--- src/hdl/dsz_pkg.sv ---
// Operation
// RULE1: read file register, subtract one, yield result
// RULE2: destination bit 0 writes result to accumulator
// RULE3: destination bit 1 writes result back to register
// RULE4: zero result squashes next fetch, idle slot
// RULE5: bank bit 0 selects shared low bank
// RULE6: bank bit 1 uses bank pointer for address
// RULE7: nonzero variant squashes on nonzero result instead
`timescale 1ns/100ps
`default_nettype none

package dsz_pkg;
	// ----------------------------------------------------------------
	// widths
	// ----------------------------------------------------------------
	localparam int DATA_W = 8; // file register width
	localparam int FADDR_W = 8; // in-bank offset width
	localparam int BANK_W = 4; // bank pointer width
	localparam int MADDR_W = FADDR_W + BANK_W; // full data address

	// ----------------------------------------------------------------
	// operand encodings and constants
	// ----------------------------------------------------------------
	localparam logic DEST_ACC = 1'b0; // result to accumulator
	localparam logic DEST_FILE = 1'b1; // result back to file register
	localparam logic BANK_SHARED = 1'b0; // shared low bank
	localparam logic BANK_POINTER = 1'b1; // bank from bank pointer
	localparam logic [BANK_W-1:0] SHARED_BANK = 4'h0; // shared bank num
	localparam logic [DATA_W-1:0] DEC_STEP = 8'h01; // decrement amount
	localparam logic [DATA_W-1:0] ZERO_BYTE = 8'h00; // zero result

	// ----------------------------------------------------------------
	// types
	// ----------------------------------------------------------------
	// which decrement flavour was decoded
	typedef enum logic {
		OP_DEC_SKIP_ZERO = 1'b0, // dec_skip_zero
		OP_DEC_SKIP_NONZERO = 1'b1 // dec_skip_nonzero
	} dsz_op_t;

	// execution sequence
	typedef enum logic [2:0] {
		ST_IDLE = 3'b000, // waiting for an issued instruction
		ST_READ = 3'b001, // file register read strobe
		ST_EXEC = 3'b010, // read data back, decrement
		ST_WRITE = 3'b011, // write to destination
		ST_SKIP = 3'b100 // idle_slot in place of squashed fetch
	} dsz_state_t;
endpackage

// --------------------------------------------------------------------
// decrement datapath
// --------------------------------------------------------------------
module dsz_dec_unit (
	input wire logic [dsz_pkg::DATA_W-1:0] i_value, // operand read
	output logic [dsz_pkg::DATA_W-1:0] o_result, // operand minus one
	output logic o_zero // result is zero
);
	import dsz_pkg::*;

	// subtract one, wrapping 0 to all ones
	always_comb begin
		o_result = i_value - DEC_STEP; // see RULE1
		o_zero = (o_result == ZERO_BYTE);
	end
endmodule

`default_nettype wire

--- src/hdl/dsz_core.sv ---
`timescale 1ns/100ps
`default_nettype none

module dsz_core (
	input wire logic i_mclk, // core clock, 200 MHz
	input wire logic i_rst_n, // sync reset, active low
	input wire logic i_issue, // decoded instruction valid
	input wire dsz_pkg::dsz_op_t i_op, // which skip flavour
	input wire logic [dsz_pkg::FADDR_W-1:0] i_faddr, // operand f
	input wire logic i_dest, // operand d
	input wire logic i_bank_sel, // operand a
	input wire logic [dsz_pkg::BANK_W-1:0] i_bank_pointer, // bank reg
	input wire logic [dsz_pkg::DATA_W-1:0] i_mem_rdata, // read data
	output logic o_ready, // may take an issue
	output logic o_mem_rd_en, // data memory read strobe
	output logic [dsz_pkg::MADDR_W-1:0] o_mem_addr, // data address
	output logic o_mem_wr_en, // data memory write strobe
	output logic o_acc_wr_en, // accumulator write strobe
	output logic [dsz_pkg::DATA_W-1:0] o_wdata, // decremented value
	output logic o_squash, // discard the prefetched instruction
	output logic o_idle_slot, // idle_slot executing
	output logic o_done // instruction retires
);
	import dsz_pkg::*;

	// ----------------------------------------------------------------
	// declarations
	// ----------------------------------------------------------------
	dsz_state_t state_r; // sequence state
	dsz_state_t state_nxt; // next sequence state
	dsz_op_t op_r; // latched flavour
	logic dest_r; // latched destination bit
	logic [MADDR_W-1:0] addr_r; // latched full address
	logic [DATA_W-1:0] wdata_r; // latched result
	logic zero_r; // latched zero flag
	logic [DATA_W-1:0] dec_value; // datapath result
	logic dec_zero; // datapath zero flag
	logic take; // issue accepted this cycle
	logic skip; // squash decision in write cycle

	// ----------------------------------------------------------------
	// address formation
	// ----------------------------------------------------------------
	// pick the bank from the bank operand bit
	function automatic logic [MADDR_W-1:0] form_addr(
		input logic bank_sel,
		input logic [BANK_W-1:0] bank_pointer,
		input logic [FADDR_W-1:0] faddr
	);
		if (bank_sel == BANK_SHARED) begin
			form_addr = {SHARED_BANK, faddr}; // see RULE5
		end else begin
			form_addr = {bank_pointer, faddr}; // see RULE6
		end
	endfunction

	// ----------------------------------------------------------------
	// datapath
	// ----------------------------------------------------------------
	dsz_dec_unit u_dec (
		.i_value(i_mem_rdata),
		.o_result(dec_value),
		.o_zero(dec_zero)
	);

	// ----------------------------------------------------------------
	// handshake and strobes
	// ----------------------------------------------------------------
	// strobes decoded straight from state
	always_comb begin
		o_ready = (state_r == ST_IDLE);
		take = i_issue && o_ready;
		o_mem_rd_en = (state_r == ST_READ); // see RULE1
		// zero flavour squashes on zero, the other on nonzero
		if (op_r == OP_DEC_SKIP_ZERO) begin
			skip = zero_r; // see RULE4
		end else begin
			skip = !zero_r; // see RULE7
		end
		o_mem_wr_en = (state_r == ST_WRITE) && (dest_r == DEST_FILE); // see RULE3
		o_acc_wr_en = (state_r == ST_WRITE) && (dest_r == DEST_ACC); // see RULE2
		o_squash = (state_r == ST_WRITE) && skip; // see RULE4
		o_idle_slot = (state_r == ST_SKIP); // see RULE4
		o_done = ((state_r == ST_WRITE) && !skip) || (state_r == ST_SKIP);
		o_mem_addr = addr_r;
		o_wdata = wdata_r;
	end

	// ----------------------------------------------------------------
	// sequence
	// ----------------------------------------------------------------
	// next state
	always_comb begin
		state_nxt = state_r;
		case (state_r)
			ST_IDLE: begin
				if (take) begin
					state_nxt = ST_READ;
				end
			end
			ST_READ: begin
				state_nxt = ST_EXEC;
			end
			ST_EXEC: begin
				state_nxt = ST_WRITE;
			end
			ST_WRITE: begin
				// fourth cycle only when the fetch is discarded
				if (skip) begin
					state_nxt = ST_SKIP; // see RULE4
				end else begin
					state_nxt = ST_IDLE;
				end
			end
			ST_SKIP: begin
				state_nxt = ST_IDLE;
			end
			default: begin
				state_nxt = ST_IDLE;
			end
		endcase
	end

	// state register
	always_ff @(posedge i_mclk) begin
		if (!i_rst_n) begin
			state_r <= ST_IDLE;
		end else begin
			state_r <= state_nxt;
		end
	end

	// operand capture on issue
	always_ff @(posedge i_mclk) begin
		if (!i_rst_n) begin
			op_r <= OP_DEC_SKIP_ZERO;
			dest_r <= DEST_FILE;
			addr_r <= '0;
		end else if (take) begin
			op_r <= i_op;
			dest_r <= i_dest;
			addr_r <= form_addr(i_bank_sel, i_bank_pointer, i_faddr);
		end
	end

	// result capture when read data returns
	always_ff @(posedge i_mclk) begin
		if (!i_rst_n) begin
			wdata_r <= ZERO_BYTE;
			zero_r <= 1'b0;
		end else if (state_r == ST_EXEC) begin
			wdata_r <= dec_value; // see RULE1
			zero_r <= dec_zero;
		end
	end
endmodule

`default_nettype wire

--- config.mk ---
export PLATFORM = sky130hd
export DESIGN_NAME = dsz_core
export DESIGN_NICKNAME = d
export VERILOG_FILES = /design/src/hdl/dsz_pkg.sv /design/src/hdl/dsz_core.sv
export SDC_FILE = /design/constraint.sdc
export NUM_CORES = 1
export LEC_CHECK = 0
export BUFFER_PORTS_ARGS = -buffer_cell sky130_fd_sc_hd__buf_2
export CORE_MARGIN = 4
export CORE_UTILIZATION = 45
export CTS_BUF_LIST = sky130_fd_sc_hd__clkbuf_4
export CTS_CLUSTER_DIAMETER = 150
export DETAILED_ROUTE_END_ITERATION = 16
export PLACE_DENSITY = 0.8
export SYNTH_ARGS = -nofsm -noshare
export SYNTH_HDL_FRONTEND = slang
export SYNTH_SLANG_ARGS = --single-unit
export TNS_END_PERCENT = 50
--- constraint.sdc ---
create_clock -name i_mclk -period 2.1 [get_ports i_mclk]
set_input_delay 0.105 -clock i_mclk [delete_from_list [all_inputs] [get_ports i_mclk]]
set_output_delay 0.105 -clock i_mclk [all_outputs]
set_load 0.02 [all_outputs]
==> impl_metrics.csv, run 1 <==
group,metric,value,unit
synthesis,synthArstFlopShare,0,%
route,ant_nets,0,
route,finalWirelength,3.06,mm
power_and_ir_drop,ir_drop,0.000461,V
worst_setup_path,r2r_setup_slack,0.51,ns
floorplan,num_io_pins,53,
synthesis,synth_top_area_cell,"dfxtp_1",
worst_setup_path,path_class,"reg -> out",
finish,design_area,1590,sq um
power_and_ir_drop,p_leak,0.000716,uW
sta,max_freq,619,MHz
worst_setup_path,worstPathMaxFanout,6,
route,via_count,1221,
floorplan,fp.dieH,60.8,um
job,drv_cap,0,
sta,fin_crit,1.62,ns
power_and_ir_drop,powerDensity,741,nW/um^2
grt,grt_pass1_vias,1108,
floorplan,start_util,48.8,%
power_and_ir_drop,clkPwrFrac,29.6,%
power_and_ir_drop,internal_power,830,uW
finish,post-route-util,61.7,%
synthesis,synth.most_common_cell,"nand2_1",
clock_network,cts_setup_buffers,0,
finish,fin_nets,229,
synthesis,ys.flop_type,"dfxtp_1",
finish,fill_cells,232,
synthesis,synth_warnings,0,
synthesis,synthTopCellsByArea,"dfxtp_1 42%, nand2_1 8.4%, nor2_1 4.8%",
clock_network,cts_sinks,26,
finish,diodes,0,
finish,seq_area,520,sq um
placement,placed_cell_area,1470,sq um
clock_network,hold_buffers,3,
floorplan,fp.dieW,60.8,um
synthesis,synth_edf_count,0,
placement,portBuffers,52,
synthesis,avgSynthCellArea,8.47,sq um
clock_network,cts_max_level,1,
sta,period_share,77.0,%
finish,multi_input_area,636,sq um
finish,syn2layout_area_growth,26.4,%
clock_network,cts-buffers-inserted,3,
route,routedWlPerCell,13.3,um
synthesis,ys_seq_area_share,41.5,%
floorplan,std_cell_rows,18,
synthesis,ys_ff_latch,26,
clock_network,cts_resized,0,
power_and_ir_drop,p_sw_share,29.3,%
floorplan,core_area,2570,sq um
grt,overflow,0,
floorplan,die-area,3690,sq um
placement,hpwl,2.26,mm
clock_network,clk_path_buf_depth,2,
sta,max_slew_margin,47.9,%
finish,drive_above_1_share,33.5,%
sta,slew_violations,0,
synthesis,synth_top_area_share,41.5,%
grt,antenna_found_initial,0,
synthesis,netlist_area,1250,sq um
clock_network,clk_latency,0.33,ns
power_and_ir_drop,comb_power_share,22.7,%
route,viasPerCell,5.31,
sta,fin_hold_ws,0.00293,ns
sta,worstMarginPinSlew,0.780,ns
worst_setup_path,startpoint_type,"register",
route,drtIter0Drc,49,
clock_network,cts_root_buf,"clkbuf_4",
grt,grtUsageTotal,16.4,%
worst_setup_path,critPathRequiredTime,2.00,ns
sta,tns,0,ns
sta,rsz0062_at_grt,"false",
placement,gp_congestion,0.826,
synthesis,ys_types,31,
sta,hold_viol,0,
route,dr.pass1.iters,4,
worst_setup_path,worst_setup_path_end_kind,"output port",
power_and_ir_drop,p_total,1170,uW
clock_network,clk_pin_slew_worst_paths,0.15,ns
sta,setup_viol,0,
sta,skew,0.00512,ns
grt,grt_max_degree,23,
power_and_ir_drop,seqPwrFrac,47.7,%
synthesis,syn-num-nets,176,
route,route.detailed.drc,0,
outcome,outcome,"complete, no violations",
clock_network,cts_tree,"yes",
power_and_ir_drop,switchingPower,344,uW
synthesis,synth_common_cells,"28 x nand2_1, 26 x dfxtp_1, 16 x nor2_1",
synthesis,synthCells,148,
worst_setup_path,cp.arrival,1.51,ns
min_path,hp-class,"in -> reg",
grt,grt_pass1_wl,4.70,mm
state kept, by name, summed over array words and instances, names as in the netlist:
name / flops
state_r: 3
o_wdata: 8
o_mem_addr: 12
dest_r: 1
zero_r: 1
op_r: 1
kinds of logic (layout without fill, tap and decap cells):
family,Yosys count,after routing,synth area share [%]
AND/OR/NAND/NOR,66,66,26.1
XOR/XNOR,8,8,5.59
buffers and inverters,15,67,7.78
flip-flops,26,26,41.5
AO/OA/AOI/OAI,31,31,17.0
adder cells (fa/ha/maj),2,2,2.00
layout by cell type (no fill, tap or decap), drive strengths merged:
cell type / n
ha: 2
bufinv: 1
or4b: 1
o41ai: 1
dfxtp: 26
a41o: 1
and2: 1
clkbuf: 3
a22o: 1
or3b: 1
buf: 52
nor3: 7
o211a: 1
a31o: 1
nand3: 6
or2: 1
o21ai: 4
a211oi: 7
a21oi: 14
nand3b: 2
nor2: 16
nor3b: 3
inv: 5
xnor2: 5
nand2: 28
xor2: 3
o211ai: 1
dlygate4sd3: 6
layer usage:
| layer | up-vias | share of wire (%) | GRT usage (%) |
|---|---|---|---|
| li1 | 605 | - | - |
| met1 | 574 | 43 | 19.4 |
| met2 | 40 | 49 | 30.2 |
| met3 | 2 | 7.4 | 3.40 |
| met4 | 0 | 0.69 | 3.72 |
| met5 | - | 0 | 0 |
worst max-delay path, cell delays in order (launching register included):
cell     delay (ns)
dfxtp_1        0.51
inv_1          0.13
nor3_1         0.25
a41o_2         0.14
buf_2          0.15
final timing paths:
path / startpoint / endpoint / cells past startpoint
setup / recovery: state_r[2] / o_done / 4
hold / removal: i_faddr[5] / o_mem_addr[5] / 3
setup reg to reg: state_r[1] / zero_r / 3
hold reg to reg: o_mem_addr[2] / o_mem_addr[2] / 2
power by group through the flow:
stage / logic, uW / registers, uW / clock network (uW)
3_5_place_dp: 260 / 571 / 0
5_1_grt: 293 / 566 / 373
3_3_place_gp: 249 / 569 / 0
2_1_floorplan: 158 / 599 / 0
4_1_cts: 265 / 560 / 353
6_report: 267 / 560 / 347
area by class of cell:
type / count / share of cell area (%)
Multi-Input combinational cell: 107 / 40.1
Sequential cell: 26 / 32.8
Timing Repair Buffer: 58 / 20.2
Tap cell: 30 / 2.37
Clock inverter: 1 / 1.89
Clock buffer: 3 / 1.42
Inverter: 5 / 1.18
through the flow:
stage                     std cells  setup WS [ns]
final                           230          0.484
after global placement          220          0.638
after floorplan                 148          0.632
after detailed placement        220          0.566
after global routing            230          0.321
after CTS                       227          0.495
(Power assumes the default switching activity.)
==> run 2, diff against run 1 <==
ABC_AREA = 1   (was not set)
clock period = 1.57 ns   (was 2.1 ns; I/O delays follow)
==> run 2 against run 1 <==
Compared with the run above:
- combinational power rose by 27%
- global-route usage is 0.11 points lower
- cell count up 11%
- power rose by 14%
- via count shrank 0.74%
- clock power down 22%
- sequential power increased by 30%
- worst hold slack better by 0.0029 ns
==> impl_metrics.csv, run 2 <==
group,metric,value,unit
synthesis,synth_top_area_cell,"dfxtp_1",
placement,hpwl,2.14,mm
route,ant_nets,0,
synthesis,synth_common_cells,"36 x nand2_1, 26 x dfxtp_1, 19 x nor2_1",
synthesis,synth_edf_count,0,
finish,syn2layout_area_growth,32.2,%
worst_setup_path,r2r_setup_slack,0.31,ns
clock_network,cts_max_level,1,
worst_setup_path,critPathRequiredTime,1.82,ns
synthesis,ys_ff_latch,26,
synthesis,synthArstFlopShare,0,%
finish,mostFrequentLayoutCells,"52 x buf_2, 36 x nand2_1, 26 x dfxtp_1",
clock_network,cts_setup_buffers,0,
synthesis,synthTopCellsByArea,"dfxtp_1 42%, nand2_1 11%, nor2_1 5.7%",
finish,fin_nets,255,
floorplan,die-area,3680,sq um
synthesis,ys_types,25,
finish,fill_cells,237,
min_path,hp-class,"in -> reg",
power_and_ir_drop,p_leak,0.000817,uW
synthesis,synth_warnings,0,
synthesis,ys.flop_type,"dfxtp_1",
job,drv_cap,0,
synthesis,ys_seq_area_share,41.7,%
floorplan,start_util,48.6,%
floorplan,fp.dieW,60.7,um
synthesis,netlist_area,1250,sq um
grt,antenna_found_initial,0,
worst_setup_path,worstPathMaxFanout,5,
finish,final_common_cell,"buf_2",
sta,period_share,90.9,%
sta,max_slew_margin,75.5,%
route,dr.pass1.iters,4,
floorplan,fp.dieH,60.7,um
clock_network,cts_sinks,26,
power_and_ir_drop,ir_drop,0.000516,V
grt,grt_max_degree,16,
placement,portBuffers,52,
power_and_ir_drop,powerDensity,812,nW/um^2
finish,drive_above_1_share,37.8,%
clock_network,clk_latency,0.31,ns
clock_network,cts_root_buf,"clkbuf_4",
clock_network,cts-buffers-inserted,3,
worst_setup_path,cp.arrival,1.68,ns
sta,setup_viol,0,
sta,max_freq,700,MHz
sta,rsz0062_at_grt,"false",
grt,grt_pass1_wl,4.53,mm
route,via_count,1212,
sta,slew_violations,0,
route,viasPerCell,4.75,
route,routedWlPerCell,11.6,um
grt,overflow,0,
clock_network,cts_tree,"yes",
route,drtIter0Drc,40,
finish,largest_register_ffs,12,
sta,fin_crit,1.43,ns
worst_setup_path,startpoint_type,"input port",
route,route.detailed.drc,0,
finish,diodes,0,
placement,placed_cell_area,1510,sq um
finish,design_area,1650,sq um
clock_network,clk_pin_slew_worst_paths,0.13,ns
synthesis,avgSynthCellArea,7.61,sq um
floorplan,std_cell_rows,18,
route,finalWirelength,2.95,mm
sta,hold_viol,0,
sta,worstMarginPinSlew,0.366,ns
outcome,outcome,"complete, no violations",
grt,grtUsageTotal,16.3,%
placement,gp_congestion,0.883,
sta,skew,0.00314,ns
grt,grt_pass1_vias,1054,
worst_setup_path,worst_setup_path_end_kind,"register",
synthesis,synth_top_area_share,41.7,%
synthesis,synthCells,164,
floorplan,num_io_pins,53,
sta,tns,0,ns
synthesis,syn-num-nets,192,
floorplan,core_area,2570,sq um
sta,fin_hold_ws,0.00579,ns
clock_network,clk_path_buf_depth,2,
worst_setup_path,path_class,"in -> reg",
synthesis,synth.most_common_cell,"nand2_1",
## run 2: cell types whose count changed in the layout (fill, tap and decap cells not counted), moves of 3 or more
cell	previous run	this run
inv_1	5	15
nand2_2	0	9
nand2_1	28	36
a211oi_1	7	0
a21oi_2	4	9
dlygate4sd3_1	6	10
nor2_2	0	4
o21ai_0	3	7
a21oi_1	10	7
nor3_1	4	1
nor3_2	3	0
o211ai_1	1	4
xnor2_1	5	2
## run 2: kinds of logic after synthesis
kind of cell	share of synthesized area (%)
DFF	41.7
AOI/OAI and AO/OA	14.6
xor gates and xnor gates	2.10
and+or+nand+nor	29.9
buffers and inverters	9.72
adders and majority gates	2.00
## run 2: critical path, cell delays in order
cell and delay (ns):
dlygate4sd3_1 0.54, buf_2 0.15, inv_2 0.10, ha_4 0.15
inv_1 0.04, nor2_2 0.12, nand3_1 0.08, nand2_1 0.06
nand2_1 0.05, nor2_1 0.08, nand3_1 0.09, a21oi_2 0.12
## run 2: per-stage QoR
| stage | std cells | power, uW | setup slack, ns | utilization (%) |
|---|---|---|---|---|
| floorplan | 164 | 965 | 0.396 | - |
| global placement | 242 | 1050 | 0.315 | 58.8 |
| CTS | 255 | 1340 | 0.0511 | 63.5 |
| global route | 255 | 1410 | 0.00542 | 64.3 |
| detailed placement | 242 | 1060 | 0.267 | 58.8 |
| finish | 255 | 1340 | 0.142 | 64.3 |
## run 2: what timing repair did
action | 4_1_cts | 5_1_grt
hold endpoints to repair | 10 | 0
setup endpoints to repair | 0 | 2
resized for setup | 0 | 5
hold buffers | 10 | 0
## run 2: per-layer routing
metal	wire, um	track usage [%]
met1	1340	21.2
met2	1430	27.0
met3	172	3.19
met4	19	5.57
met5	0	0
## run 2: cell type report
class / instances / area, sq um / share of cell area [%]
Multi-Input combinational cell: 114 / 626 / 37.9
Sequential cell: 26 / 520 / 31.5
Timing Repair Buffer: 63 / 368 / 22.3
Inverter: 19 / 76.3 / 4.62
Tap cell: 30 / 37.5 / 2.27
Clock buffer: 3 / 22.5 / 1.36
## run 2: power by group
| group | switching, uW | leakage, uW | internal (uW) |
|---|---|---|---|
| combinational | 210 | 0.000591 | 130 |
| sequential | 25.3 | 0.000213 | 704 |
| clock | 181 | 0.0000138 | 89.6 |
## run 2: worst paths after layout
check | from | to | cells past startpoint
max | i_mem_rdata[0] | zero_r | 12
min | i_faddr[7] | o_mem_addr[7] | 3
max reg2reg | state_r[0] | o_mem_addr[10] | 7
min reg2reg | o_mem_addr[8] | o_mem_addr[8] | 2
